==> src/fpd_map.svh <==
// Purpose: Register offsets, reset values, field positions and timing counts of the loop/power/dynamic delay bank
// Assumes: Byte-wide registers at their printed word addresses
// Notes:   Definitions only
`ifndef FPD_MAP_SVH
`define FPD_MAP_SVH

`define FPD_ADDR_W             13
`define FPD_OFS_SRC_SEL        13'h013F
`define FPD_OFS_POWER_DOWN     13'h0140
`define FPD_OFS_DDLY_EN        13'h0141
`define FPD_OFS_DDLY_STEPS     13'h0142
`define FPD_OFS_BURST_LEN      13'h013E

`define FPD_RST_SRC_SEL        8'h00
`define FPD_RST_POWER_DOWN     8'hE0
`define FPD_RST_DDLY_EN        8'h00
`define FPD_RST_DDLY_STEPS     8'h00
`define FPD_SRC_SEL_WR_MASK    8'hBF

`define FPD_BIT_REF_SRC        7
`define FPD_BIT_NDIV2_SRC      5
`define FPD_FLD_NDIV1_HI       4
`define FPD_FLD_NDIV1_LO       3
`define FPD_FLD_FB_HI          2
`define FPD_FLD_FB_LO          1
`define FPD_BIT_FB_POWER       0

`define FPD_BIT_LOOP1_PD       7
`define FPD_BIT_REGULATOR_PD   6
`define FPD_BIT_VCO_POWER_DOWN         5
`define FPD_BIT_OSC_PORT_PD    4
`define FPD_BIT_SYSREF_GRP_PD  3
`define FPD_BIT_SYSREF_BLK_PD  2
`define FPD_BIT_SYSREF_DLY_PD  1
`define FPD_BIT_SYSREF_PLS_PD  0

`define FPD_SYNC_MODE_SPI      2'h3
`define FPD_STEP_GAP_CYC       4

`endif

==> src/fpd_pkg.sv <==
// Purpose: Shared types of the loop/power/dynamic delay bank
// Assumes: Nothing beyond the map header
// Notes:   One-hot state codes are written out
package fpd_pkg;
   typedef enum logic [1:0] {
      FPD_SEQ_IDLE = 2'h1,
      FPD_SEQ_RUN  = 2'h2
   } fpd_seq_state_type;
endpackage

==> src/fpd_ddly_if.sv <==
// Purpose: Link between the register bank and the dynamic delay step engine
// Assumes: Single clock domain
// Notes:   start is a one-cycle pulse carrying count
`timescale 1ns/1ns
interface fpd_ddly_if;
   logic       start;
   logic [7:0] count;
   logic       busy;
   logic       step;
   modport ctrl   (output start, output count, input busy, input step);
   modport engine (input start, input count, output busy, output step);
endinterface

==> src/fpd_bank_top.sv <==
// Purpose: Loop source, feedback, power-down and dynamic delay register bank
// Assumes: Byte register port behind the serial control interface, synchronous to clk_i
// Notes:   Read data appears one cycle after reg_rd_i with reg_rdata_valid_o
`timescale 1ns/1ns
`include "fpd_map.svh"
module fpd_bank_top #(
   parameter int unsigned ADDR_W   = `FPD_ADDR_W,
   parameter int unsigned STEP_GAP = `FPD_STEP_GAP_CYC
) (
   input  wire logic              clk_i,
   input  wire logic              sys_rst_i,
   input  wire logic              reg_wr_i,
   input  wire logic              reg_rd_i,
   input  wire logic [ADDR_W-1:0] reg_addr_i,
   input  wire logic [7:0]        reg_wdata_i,
   input  wire logic [1:0]        sync_mode_i,
   output logic      [7:0]        reg_rdata_o,
   output logic                   reg_rdata_valid_o,
   output logic                   second_loop_ref_source_sel_o,
   output logic                   second_loop_ndiv_input_sel_o,
   output logic      [1:0]        first_loop_ndiv_input_sel_o,
   output logic      [1:0]        feedback_source_sel_o,
   output logic                   feedback_selector_power_o,
   output logic                   first_loop_power_down_o,
   output logic                   oscillator_regulator_power_down_o,
   output logic                   vco_power_down_o,
   output logic                   ref_osc_port_power_down_o,
   output logic                   sysref_group_power_down_o,
   output logic                   sysref_block_power_down_o,
   output logic                   sysref_delay_power_down_o,
   output logic                   sysref_pulser_power_down_o,
   output logic      [7:0]        dynamic_delay_enable_o,
   output logic      [7:0]        dynamic_delay_step_o,
   output logic                   dynamic_delay_busy_o,
   output logic                   sysref_burst_request_o
);
   logic [7:0] src_sel_reg;
   logic [7:0] power_down_reg;
   logic [7:0] ddly_en_reg;
   logic [7:0] ddly_steps_reg;
   logic       start_reg;
   logic [7:0] step_out_reg;
   logic       busy_reg;
   logic       burst_reg;
   logic [7:0] rdata_reg;
   logic       rvalid_reg;
   logic [7:0] rdata_next;

   fpd_ddly_if dd ();

   function automatic logic hit(input logic [ADDR_W-1:0] addr, input logic [12:0] ofs);
      hit = (addr == ADDR_W'(ofs));
   endfunction

   wire wr_src   = reg_wr_i && hit(reg_addr_i, `FPD_OFS_SRC_SEL);
   wire wr_pd    = reg_wr_i && hit(reg_addr_i, `FPD_OFS_POWER_DOWN);
   wire wr_en    = reg_wr_i && hit(reg_addr_i, `FPD_OFS_DDLY_EN);
   wire wr_steps = reg_wr_i && hit(reg_addr_i, `FPD_OFS_DDLY_STEPS);
   wire wr_burst = reg_wr_i && hit(reg_addr_i, `FPD_OFS_BURST_LEN);

   // Source and feedback selection
   always_ff @(posedge clk_i or posedge sys_rst_i) begin
      if (sys_rst_i) begin
         src_sel_reg <= `FPD_RST_SRC_SEL;
      end else if (wr_src) begin
         // Reserved bit is never stored, so it cannot steer anything
         src_sel_reg <= reg_wdata_i & `FPD_SRC_SEL_WR_MASK;
      end
   end

   // Power-down controls; loop, regulator and VCO start powered down
   always_ff @(posedge clk_i or posedge sys_rst_i) begin
      if (sys_rst_i) begin
         power_down_reg <= `FPD_RST_POWER_DOWN;
      end else if (wr_pd) begin
         power_down_reg <= reg_wdata_i;
      end
   end

   // Dynamic delay enables and step count
   always_ff @(posedge clk_i or posedge sys_rst_i) begin
      if (sys_rst_i) begin
         ddly_en_reg <= `FPD_RST_DDLY_EN;
      end else if (wr_en) begin
         ddly_en_reg <= reg_wdata_i;
      end
   end

   always_ff @(posedge clk_i or posedge sys_rst_i) begin
      if (sys_rst_i) begin
         ddly_steps_reg <= `FPD_RST_DDLY_STEPS;
      end else if (wr_steps) begin
         ddly_steps_reg <= reg_wdata_i;
      end
   end

   // The write strobe is the only start source; no pin reaches here
   always_ff @(posedge clk_i or posedge sys_rst_i) begin
      if (sys_rst_i) begin
         start_reg <= 1'b0;
      end else begin
         start_reg <= wr_steps;
      end
   end

   assign dd.start = start_reg;
   assign dd.count = ddly_steps_reg;

   fpd_ddly_engine #(
      .STEP_GAP (STEP_GAP)
   ) u_engine (
      .clk_i     (clk_i),
      .sys_rst_i (sys_rst_i),
      .dd        (dd.engine)
   );

   // Steps reach only the paths whose enable is set at the time of each step
   always_ff @(posedge clk_i or posedge sys_rst_i) begin
      if (sys_rst_i) begin
         step_out_reg <= 8'h00;
      end else begin
         step_out_reg <= dd.step ? ddly_en_reg : 8'h00;
      end
   end

   // Busy is re-timed so that the pin comes straight from a flop
   always_ff @(posedge clk_i or posedge sys_rst_i) begin
      if (sys_rst_i) begin
         busy_reg <= 1'b0;
      end else begin
         busy_reg <= dd.busy;
      end
   end

   // Pulser burst needs SPI-trigger mode and powered SYSREF block and pulser
   always_ff @(posedge clk_i or posedge sys_rst_i) begin
      if (sys_rst_i) begin
         burst_reg <= 1'b0;
      end else begin
         burst_reg <= wr_burst && (sync_mode_i == `FPD_SYNC_MODE_SPI)
                      && !power_down_reg[`FPD_BIT_SYSREF_BLK_PD]
                      && !power_down_reg[`FPD_BIT_SYSREF_PLS_PD];
      end
   end

   always_comb begin
      rdata_next = 8'h00;
      if (hit(reg_addr_i, `FPD_OFS_SRC_SEL)) begin
         rdata_next = src_sel_reg & `FPD_SRC_SEL_WR_MASK;
      end else if (hit(reg_addr_i, `FPD_OFS_POWER_DOWN)) begin
         rdata_next = power_down_reg;
      end else if (hit(reg_addr_i, `FPD_OFS_DDLY_EN)) begin
         rdata_next = ddly_en_reg;
      end else if (hit(reg_addr_i, `FPD_OFS_DDLY_STEPS)) begin
         rdata_next = ddly_steps_reg;
      end
   end

   // Unmapped addresses read zero; data holds until the next read
   always_ff @(posedge clk_i or posedge sys_rst_i) begin
      if (sys_rst_i) begin
         rdata_reg <= 8'h00;
      end else if (reg_rd_i) begin
         rdata_reg <= rdata_next;
      end
   end

   always_ff @(posedge clk_i or posedge sys_rst_i) begin
      if (sys_rst_i) begin
         rvalid_reg <= 1'b0;
      end else begin
         rvalid_reg <= reg_rd_i;
      end
   end

   assign reg_rdata_o                       = rdata_reg;
   assign reg_rdata_valid_o                 = rvalid_reg;
   assign second_loop_ref_source_sel_o      = src_sel_reg[`FPD_BIT_REF_SRC];
   assign second_loop_ndiv_input_sel_o      = src_sel_reg[`FPD_BIT_NDIV2_SRC];
   assign first_loop_ndiv_input_sel_o       = src_sel_reg[`FPD_FLD_NDIV1_HI:`FPD_FLD_NDIV1_LO];
   assign feedback_source_sel_o             = src_sel_reg[`FPD_FLD_FB_HI:`FPD_FLD_FB_LO];
   assign feedback_selector_power_o         = src_sel_reg[`FPD_BIT_FB_POWER];
   assign first_loop_power_down_o           = power_down_reg[`FPD_BIT_LOOP1_PD];
   assign oscillator_regulator_power_down_o = power_down_reg[`FPD_BIT_REGULATOR_PD];
   assign vco_power_down_o                  = power_down_reg[`FPD_BIT_VCO_POWER_DOWN];
   assign ref_osc_port_power_down_o         = power_down_reg[`FPD_BIT_OSC_PORT_PD];
   assign sysref_group_power_down_o         = power_down_reg[`FPD_BIT_SYSREF_GRP_PD];
   assign sysref_block_power_down_o         = power_down_reg[`FPD_BIT_SYSREF_BLK_PD];
   assign sysref_delay_power_down_o         = power_down_reg[`FPD_BIT_SYSREF_DLY_PD];
   assign sysref_pulser_power_down_o        = power_down_reg[`FPD_BIT_SYSREF_PLS_PD];
   assign dynamic_delay_enable_o            = ddly_en_reg;
   assign dynamic_delay_step_o              = step_out_reg;
   assign dynamic_delay_busy_o              = busy_reg;
   assign sysref_burst_request_o            = burst_reg;
endmodule

==> src/fpd_ddly_engine.sv <==
// Purpose: Issues the requested number of dynamic delay steps
// Assumes: start only ever comes from a register write
// Notes:   A new start during a run restarts with the new count
`timescale 1ns/1ns
`include "fpd_map.svh"
module fpd_ddly_engine #(
   parameter int unsigned STEP_GAP = `FPD_STEP_GAP_CYC
) (
   input  wire logic        clk_i,
   input  wire logic        sys_rst_i,
   fpd_ddly_if.engine       dd
);
   localparam logic [7:0] GAP_LAST = 8'(STEP_GAP - 1);

   fpd_pkg::fpd_seq_state_type state_reg;
   logic [7:0]                 remaining_reg;
   logic [7:0]                 gap_reg;
   logic                       step_reg;
   logic [8:0]                 steps_done_reg;
   logic [7:0]                 loaded_reg;

   wire fire = (state_reg == fpd_pkg::FPD_SEQ_RUN) && (gap_reg == 8'h00);

   always_ff @(posedge clk_i or posedge sys_rst_i) begin
      if (sys_rst_i) begin
         state_reg <= fpd_pkg::FPD_SEQ_IDLE;
      end else if (dd.start) begin
         // Zero means no adjustment at all
         state_reg <= (dd.count != 8'h00) ? fpd_pkg::FPD_SEQ_RUN : fpd_pkg::FPD_SEQ_IDLE;
      end else begin
         case (state_reg)
            fpd_pkg::FPD_SEQ_RUN: begin
               if (fire && remaining_reg == 8'h01) begin
                  state_reg <= fpd_pkg::FPD_SEQ_IDLE;
               end
            end
            default: state_reg <= fpd_pkg::FPD_SEQ_IDLE;
         endcase
      end
   end

   always_ff @(posedge clk_i or posedge sys_rst_i) begin
      if (sys_rst_i) begin
         remaining_reg <= 8'h00;
         gap_reg       <= 8'h00;
         loaded_reg    <= 8'h00;
      end else if (dd.start) begin
         remaining_reg <= dd.count;
         gap_reg       <= GAP_LAST;
         loaded_reg    <= dd.count;
      end else if (state_reg == fpd_pkg::FPD_SEQ_RUN) begin
         gap_reg <= (gap_reg == 8'h00) ? GAP_LAST : gap_reg - 8'h01;
         if (fire) begin
            remaining_reg <= remaining_reg - 8'h01;
         end
      end
   end

   always_ff @(posedge clk_i or posedge sys_rst_i) begin
      if (sys_rst_i) begin
         step_reg <= 1'b0;
      end else begin
         step_reg <= fire && !dd.start;
      end
   end

   // Step tally only feeds the checks below
   always_ff @(posedge clk_i or posedge sys_rst_i) begin
      if (sys_rst_i) begin
         steps_done_reg <= 9'h000;
      end else if (dd.start) begin
         steps_done_reg <= 9'h000;
      end else if (fire) begin
         steps_done_reg <= steps_done_reg + 9'h001;
      end
   end

   assign dd.busy = (state_reg == fpd_pkg::FPD_SEQ_RUN);
   assign dd.step = step_reg;
endmodule

==> config.mk <==
export PLATFORM = sky130hd
export DESIGN_NAME = fpd_bank_top
export DESIGN_NICKNAME = d
export VERILOG_FILES = /design/src/fpd_pkg.sv /design/src/fpd_ddly_if.sv /design/src/fpd_bank_top.sv /design/src/fpd_ddly_engine.sv
export VERILOG_INCLUDE_DIRS = /design/src /design/src/src
export SDC_FILE = /design/constraint.sdc
export NUM_CORES = 1
export LEC_CHECK = 0
export BUFFER_PORTS_ARGS = -buffer_cell sky130_fd_sc_hd__buf_2
export CORE_ASPECT_RATIO = 1.4
export CORE_MARGIN = 2
export CORE_UTILIZATION = 30
export DETAILED_ROUTE_END_ITERATION = 10
export PLACE_DENSITY = 0.49
export SLEW_MARGIN = 20
export SYNTH_ARGS = -nofsm -noshare
export SYNTH_HDL_FRONTEND = slang
export SYNTH_SLANG_ARGS = --single-unit
==> constraint.sdc <==
create_clock -name clk_i -period 3.7 [get_ports clk_i]
set_input_delay 0 -clock clk_i [delete_from_list [all_inputs] [get_ports clk_i]]
set_output_delay 0 -clock clk_i [all_outputs]
set_load 0.05 [all_outputs]
# ---- Yosys cells after proc, flatten, opt, wreduce, memory -nomap -nowiden
# Index checks and enable logic that the tools add are counted.
dict set report word_totals {
  reg_bits 70
  input_bits 27
  output_inout_bits 42
  elab_cells 59
}
dict set report op_classes {
  eq_ne 9
  add_sub_neg 2
  mux 15
  n_reduce_logical 19
}
# op count
set ops {}
lappend ops {{$mux W8} 11}
lappend ops {{$eq A13 B9 Y1 const B} 5}
lappend ops {{$sub A8 B1 Y8 const B} 2}
lappend ops {{$logic_and A1 B1 Y1} 11}
lappend ops {{$eq A8 B1 Y1 const B} 1}
lappend ops {{$logic_not A8 Y1} 1}
lappend ops {{$mux W2} 4}
lappend ops {{$reduce_bool A8 Y1} 1}
lappend ops {{$eq A2 B2 Y1 const B} 2}
lappend ops {{$reduce_bool A2 Y1} 2}
lappend ops {{$logic_not A1 Y1} 3}
lappend ops {{$ne A3 B2 Y1 const B} 1}
lappend ops {{$reduce_and A2 Y1} 1}

# ---- Depth between registers and ports, before layout
# Gate-level depths: netlist of the first run.
dict set report depth {
  ltp_word 6
  ltp_mapped 6
  ltp_nobuf 6
}

# ---- Hierarchy
# A second synthesis of the first run with hierarchy kept.
dict set report hier_totals {
  hier_cells 278
  area_unflattened_um2 3255.6
}
# mod seq_area_each_um2 n_inst cells_each area_per_inst_um2
set by_module_without_submodules {}
lappend by_module_without_submodules {fpd_bank_top 1280.0 1 167 2182.1}
lappend by_module_without_submodules {fpd_ddly_engine 476.7 1 111 1073.5}

# ---- Least setup slack after synthesis of the first run
# OpenSTA, ideal clock, no wires.
dict set report synth_timing {
  kind {register to register}
  start {reg u_engine.gap_reg[0]}
  end {reg u_engine.remaining_reg[6]}
  setup_time_ns 0.082
  arrival_ns 1.918
  n_path_buf 0
  period_less_slack_ns 2.000
  stages_incl_launch_ff 7
  t_required_ns 3.618
  setup_slack_ns 1.700
  cell_sequence {dfrtp_1 -> inv_1 -> ha_1 -> nor3b_1 -> nand4_1 -> or4_1 -> a31oi_1}
}
dict set report synth_between {
  elab_chain_cells 4
}
# item line
set synth_rtl {}
lappend synth_rtl {{from (decl)} fpd_ddly_engine.sv:17} ;# logic [7:0] gap_reg;
lappend synth_rtl {{from (signal assigned)} fpd_ddly_engine.sv:52} ;# gap_reg <= (gap_reg == 8'h00) ? GAP_LAST : gap_reg - 8'h01;
lappend synth_rtl {{$logic_not A8 Y1} fpd_ddly_engine.sv:22} ;# wire fire = (state_reg == fpd_pkg::FPD_SEQ_RUN) && (gap_reg == 8'h00);
lappend synth_rtl {{$logic_and A1 B1 Y1} fpd_ddly_engine.sv:22}
lappend synth_rtl {{$reduce_bool A2 Y1 (no source line)} -}
lappend synth_rtl {{$reduce_and A2 Y1 (no source line)} -}
lappend synth_rtl {{to (signal assigned)} fpd_ddly_engine.sv:48} ;# remaining_reg <= dd.count;
lappend synth_rtl {{to (signal assigned)} fpd_ddly_engine.sv:54} ;# remaining_reg <= remaining_reg - 8'h01;
lappend synth_rtl {{to (decl)} fpd_ddly_engine.sv:16} ;# logic [7:0] remaining_reg;
# No other way between the ends.
# A chain may end at the register's enable or synchronous reset.

# ---- Worst setup path after layout of the first run
# Ends and elaborated chain as after synthesis.

==> flow_summary.ini, run 1 <==
[outcome]
status = complete, no violations

[clock_network]
cts_tree = done
cts_resized = 0
insertion_delay_ps = 330
clock_sinks = 70
cts.path.max_buffers = 2
postCtsSetupBuffers = 0
path_clk_slew_ps = 50
h-tree-depth = 3
numCtsBuffers = 9
clockRootBuffer = clkbuf_16

[critical_path]
cp_top_family = simple AND/OR/NAND/NOR gates
cp.arrival_ps = 2290
reg2reg_to = u_engine.remaining_reg[6]
slowest_delay_ps = 440
path_buf_inv = 2
worst-setup-path-type = register to register
critical_path.endpoint_type = register
crit_chain = inv_1 -> ha_1 -> nor3b_1 -> buf_4 -> nand4_1 -> or4_1 -> a31oi_1
reg2reg_depth = 7
worstPathRequired_ps = 3950
cp-start-kind = register
cp_max_fo = 6
slowest_stage = or4_1
r2r_start = u_engine.gap_reg[0]
worst-r2r-setup-slack_ps = 1660

[yosys]
syn-instance-count = 288
ys_warn_count = 0
ys_ff_latch = 70
synth_edf_count = 0
synthArstFlopShare_pct = 100
synth_area_per_cell_sq_um = 11.4
synth_area_sq_mm = 0.00328
yosys.cell_types.count = 52
synth_top_area_share_pct = 50.3
ys.flop_type = dfrtp_1
synth_top_area_cell = dfrtp_1
seq_area_frac_synth_pct = 53.5
syn_nets = 319
synth.area.top_cells = dfrtp_1 (50%), mux2_2 (10%), dfstp_2 (3.2%), nor2_1 (2.2%), mux2i_1 (2.1%)

[place]
place.gp.congestion = 0.795
dpl.hpwl_mm = 6.08
io_buffers = 68
dp_cells = 491

[cells_and_area]
fill_cells = 1074
area_delta_synth_final_pct = 28.1
final_cell_count_no_fill = 519
final_cell_mix = buf_2 (68), dfrtp_1 (66), mux2_2 (30), nor2_1 (19), nand2_1 (18)
utilization_pct = 39.1
fin_nets = 404
antennaDiodeCount = 0
layout_commonest_cell = buf_2
drive_above_1_share_pct = 33.1

[power_and_ir_drop]
clkPwrFrac_pct = 49.7
ir_drop_mv = 0.262
p_sw_uw = 379
power.leakage_uw = 0.00211
internal-power_uw = 1340
p_comb_share_pct = 5.4
power.density_mw_per_mm2 = 410
p_seq_share_pct = 44.9
switching_share_pct = 22.0

[drt]
first_pass_iters = 5
ant_nets = 0
vias_per_cell = 4.91
drtIter0Drc = 90
remaining_drc_errors = 0
vias = 2548
post_drt_wl_per_cell_um = 15.9
finalWirelength_mm = 8.27

[sta]
max_freq_mhz = 491
fin_skew_ps = 7.07
slew_headroom_pct = 44.5
worst_pin_slew_ps = 832
maxSlewViolCount = 0
finalSetupTns_ps = 0
fin_hold_ws_ps = 19.6
fin_crit_ps = 2040
hold_viol = 0
rsz0062_at_grt = false
finalCritPeriodShare_pct = 55.0
setup_viol_count_final = 0

[global_route]
grt_pass1_wl_mm = 13.5
grt_pass1_vias = 2664
grt_use_total_pct = 15.0
antenna_found_initial = 0
grt_max_degree = 47
grt_overflow = 0

[worst_hold_path]
worstHoldStart = reg_wdata_i[2]
hold_depth = 2
min_to = src_sel_reg[2]
hold_path_class = input port to register

[die]
dieWidth_um = 92.4
dieArea_sq_mm = 0.0118
fp.coreArea_sq_mm = 0.0108
rows = 45
design.portCount = 69
dieHeight_um = 128
initial_core_util_pct = 30.5

[flow_run]
cap_viol_max_count = 0
-- synth_stat cells (2+ instances only) --
master	instances
a211o_1	2
a21oi_1	6
a221o_1	3
a221oi_1	4
and2_1	8
and3_1	4
clkbuf_1	8
dfrtp_1	66
dfstp_2	4
ha_1	4
inv_1	17
mux2_2	30
mux2i_1	7
nand2_1	18
nand2b_1	4
nand3_1	7
nand4_1	4
nor2_1	19
nor2b_1	5
nor3_1	5
nor3b_1	3
nor4_1	9
nor4_4	2
o21ai_0	8
o2bb2ai_1	5
o31ai_1	2
o32ai_1	3
or3_1	2
or4_1	3
xnor2_1	3
xor2_1	2
-- power by group through the flow --
stage	Clock [uW]	Combinational [uW]	Sequential [uW]
after floorplan	0	33.7	801
after global placement	0	86.0	787
after detailed placement	0	86.5	787
after CTS	882	95.3	773
after global routing	915	102	773
final	855	93.1	774
-- logic make-up (layout without fill, tap and decap cells) --
family | Yosys count | after routing | synth area share, %
AND/OR/NAND/NOR | 102 | 102 | 18.3
flip-flops | 70 | 70 | 53.5
AO/OA/AOI/OAI | 41 | 41 | 9.23
multiplexers | 38 | 38 | 12.8
buffers and inverters | 28 | 118 | 3.24
XOR/XNOR | 5 | 5 | 1.34
adder cells (fa/ha/maj) | 4 | 4 | 1.53
-- per-stage QoR --
step	instance area, sq um	setup slack, ps	power, uW
3_3_place_gp	3790	1450	873
4_1_cts	4200	1650	1750
6_report	4200	1660	1720
3_5_place_dp	3790	1420	873
2_1_floorplan	3280	1700	835
5_1_grt	4200	1490	1790
-- worst max-delay path by stage --
stage,start,slack (ps),end,depth (start not counted)
finish,u_engine.gap_reg[0],1660,u_engine.remaining_reg[6],7
global route,u_engine.gap_reg[0],1490,u_engine.remaining_reg[6],7
CTS,power_down_reg[2],1650,sysref_burst_request_o,5
detailed placement,reg_addr_i[9],1420,dynamic_delay_enable_o[4],5
global placement,reg_addr_i[9],1450,dynamic_delay_enable_o[4],5
floorplan,u_engine.gap_reg[0],1700,u_engine.remaining_reg[6],6
-- repair_timing --
item,in CTS,in global routing
hold endpoints to repair,73,0
hold buffers,12,0
endpoints found under the setup margin,0,0
-- per-layer routing --
metal / global-route usage [%] / vias to the layer above / part of all wire [%]
met5: 0 / - / 0
met4: 6.15 / 0 / 2.0
met3: 4.17 / 13 / 4.0
met1: 16.7 / 1248 / 41
met2: 26.7 / 64 / 53
li1: - / 1223 / -
-- area by class of cell --
| cell class | instances | area (sq um) | area share, % |
|---|---|---|---|
| repair buffers | 84 | 490 | 11.7 |
| multi-input cells | 190 | 1420 | 33.7 |
| inverters | 18 | 68.8 | 1.64 |
| clock buffers | 13 | 250 | 5.95 |
| flip-flops and latches | 70 | 1760 | 41.8 |
| well taps | 141 | 176 | 4.20 |
| clock inverters | 3 | 43.8 | 1.04 |
Note: power is estimated with default switching activity, not from simulation.
==> run 2: changes to the inputs <==
Settings changed: PLACE_DENSITY 0.49 to 0.51.
Clock period 3.7 ns to 1.8 ns, I/O delays scaled along.
==> run 2 against run 1 <==
Combinational power is 120% higher. First-iteration DRC count increased by 22%. Maximum frequency grew 14%. Global-route usage increased by 0.64 points. Sequential power is 110% higher. Power grew 110%. Wire length is 2.9% higher. Sequential cell count unchanged. Non-clock buffer count rose by 32. Die area stayed put. Sequential share of layout area down 3.9 points. Critical path type unchanged. Largest cell class unchanged. Largest power group unchanged.
==> flow_summary.ini, run 2 (synthesis gave the netlist of run 1 again) <==
[sta]
setup_viol_count_final = 0
fin_crit_ps = 1780
maxSlewViolCount = 0
fin_skew_ps = 7.81
worst_pin_slew_ps = 528
max_freq_mhz = 561
slew_headroom_pct = 64.8
fin_hold_ws_ps = 132
layout_setup_ws_ps = 17.4
hold_viol = 0
rsz0062_at_grt = true
finalCritPeriodShare_pct = 99.0

[global_route]
grt_pass1_vias = 2790
antenna_found_initial = 0
grt_max_degree = 38
grt_pass1_wl_mm = 14.0
grt_use_total_pct = 15.6
grt_overflow = 0

[clock_network]
clock_sinks = 70
numCtsBuffers = 9
clockRootBuffer = clkbuf_16
insertion_delay_ps = 330
path_clk_slew_ps = 60
cts.path.max_buffers = 2
cts_tree = done
h-tree-depth = 3

[cells_and_area]
area_delta_synth_final_pct = 41.3
antennaDiodeCount = 0
final_cell_mix = buf_2 (68), dfrtp_1 (66), buf_4 (30), mux2_2 (22)
post-route-cell-area_sq_mm = 0.00464
fin_nets = 436
utilization_pct = 43.1
final_cell_count_no_fill = 551
drive_above_1_share_pct = 41.0
layout_commonest_cell = buf_2

[drt]
routed.top_layer = met4
ant_nets = 0
vias_per_cell = 4.79
first_pass_iters = 4
finalWirelength_mm = 8.51
drtIter0Drc = 110
remaining_drc_errors = 0
dr_wl_met3_um = 298
post_drt_wl_per_cell_um = 15.4
met1Wirelength_mm = 3.40
routed-wl-met2_mm = 4.55
vias = 2637

[critical_path]
cp.arrival_ps = 1980
worst-r2r-setup-slack_ps = 20
worstPathRequired_ps = 2000
reg2reg_depth = 7
slowest_stage = or3b_4
cp_max_fo = 3
crit_chain = inv_2 -> ha_4 -> or3b_4 -> nor4_4 -> buf_4 -> xnor2_2 -> o21ai_1
worst-setup-path-type = register to register
cp-start-kind = register
critical_path.endpoint_type = register
slowest_delay_ps = 410
reg2reg_to = u_engine.remaining_reg[5]
critPathLaunch = u_engine.gap_reg[1]
r2r_start = u_engine.gap_reg[1]

[outcome]
status = complete, no violations

[worst_hold_path]
worstHoldStart = reg_addr_i[5]
hold_depth = 5
hold_path_class = input port to register
min_to = dd.start

[die]
fp.coreArea_sq_mm = 0.0108
initial_core_util_pct = 30.5
rows = 45
dieHeight_um = 128
dieWidth_um = 92.4
design.portCount = 69
dieArea_sq_mm = 0.0118

[place]
post_dp_cell_area_sq_mm = 0.00408
place_ws_ps = -250
dpl.hpwl_mm = 6.38
io_buffers = 68
dp_cells = 519
place.gp.congestion = 0.833

[power_and_ir_drop]
p_seq_share_pct = 43.0
power.leakage_uw = 0.00232
p_comb_share_pct = 5.6
power.density_mw_per_mm2 = 798
switching_share_pct = 21.4
ir_drop_mv = 0.551
clkPwrFrac_pct = 51.4
p_sw_uw = 791
internal-power_uw = 2910

[flow_run]
cap_viol_max_count = 0
run 2: area by class of cell:
| type | instances | area (sq um) |
|---|---|---|
| Clock buffer | 12 | 246 |
| Multi-Input combinational cell | 190 | 1540 |
| Sequential cell | 70 | 1760 |
| Fill cell | 1025 | 6120 |
| Clock inverter | 4 | 70.1 |
| Tap cell | 141 | 176 |
| Timing Repair Buffer | 116 | 777 |
| Inverter | 18 | 67.6 |
run 2: what timing repair did:
| action | CTS | global route |
|---|---|---|
| endpoints found under the setup margin | 4 | 6 |
| endpoints found under the hold margin | 50 | 0 |
| pin swaps | 3 | 7 |
| buffers inserted | 1 | 1 |
| gates resized for setup | 6 | 13 |
| hold buffers | 14 | 0 |
run 2: worst max path at each step:
stage / slack [ps] / end / depth (start not counted)
finish: 20 / u_engine.remaining_reg[5] / 7
global route: -60 / u_engine.remaining_reg[5] / 7
CTS: 8 / u_engine.remaining_reg[6] / 5
detailed placement: -250 / power_down_reg[2] / 6
global placement: -240 / u_engine.remaining_reg[5] / 7
floorplan: -120 / dynamic_delay_enable_o[0] / 5
run 2: through the flow:
stage               setup TNS (ps)  total power [uW]
finish                           0              3700
global route                  -174              3860
CTS                              0              3760
detailed placement           -5000              1810
global placement             -4510              1810
floorplan                    -2130              1720
run 2: metal layers:
layer	up-vias	track usage [%]
li1	1278	-
met1	1287	17.7
met2	57	27.1
met3	15	3.94
met4	0	7.73
met5	-	0
run 2: power groups by stage:
stage	clock [uW]	combinational, uW	sequential (uW)
floorplan	0	70.7	1650
global placement	0	188	1620
detailed placement	0	190	1620
CTS	1960	211	1590
global route	2040	228	1590
finish	1900	207	1590
run 2: critical path: cells and delay by family (launching register included):
kind	cells	cell delay (ps)
simple gates	2	710
compound gates	1	60
flops	1	380
fa+ha+maj	1	140
xor+xnor	1	100
buf+inv	2	260
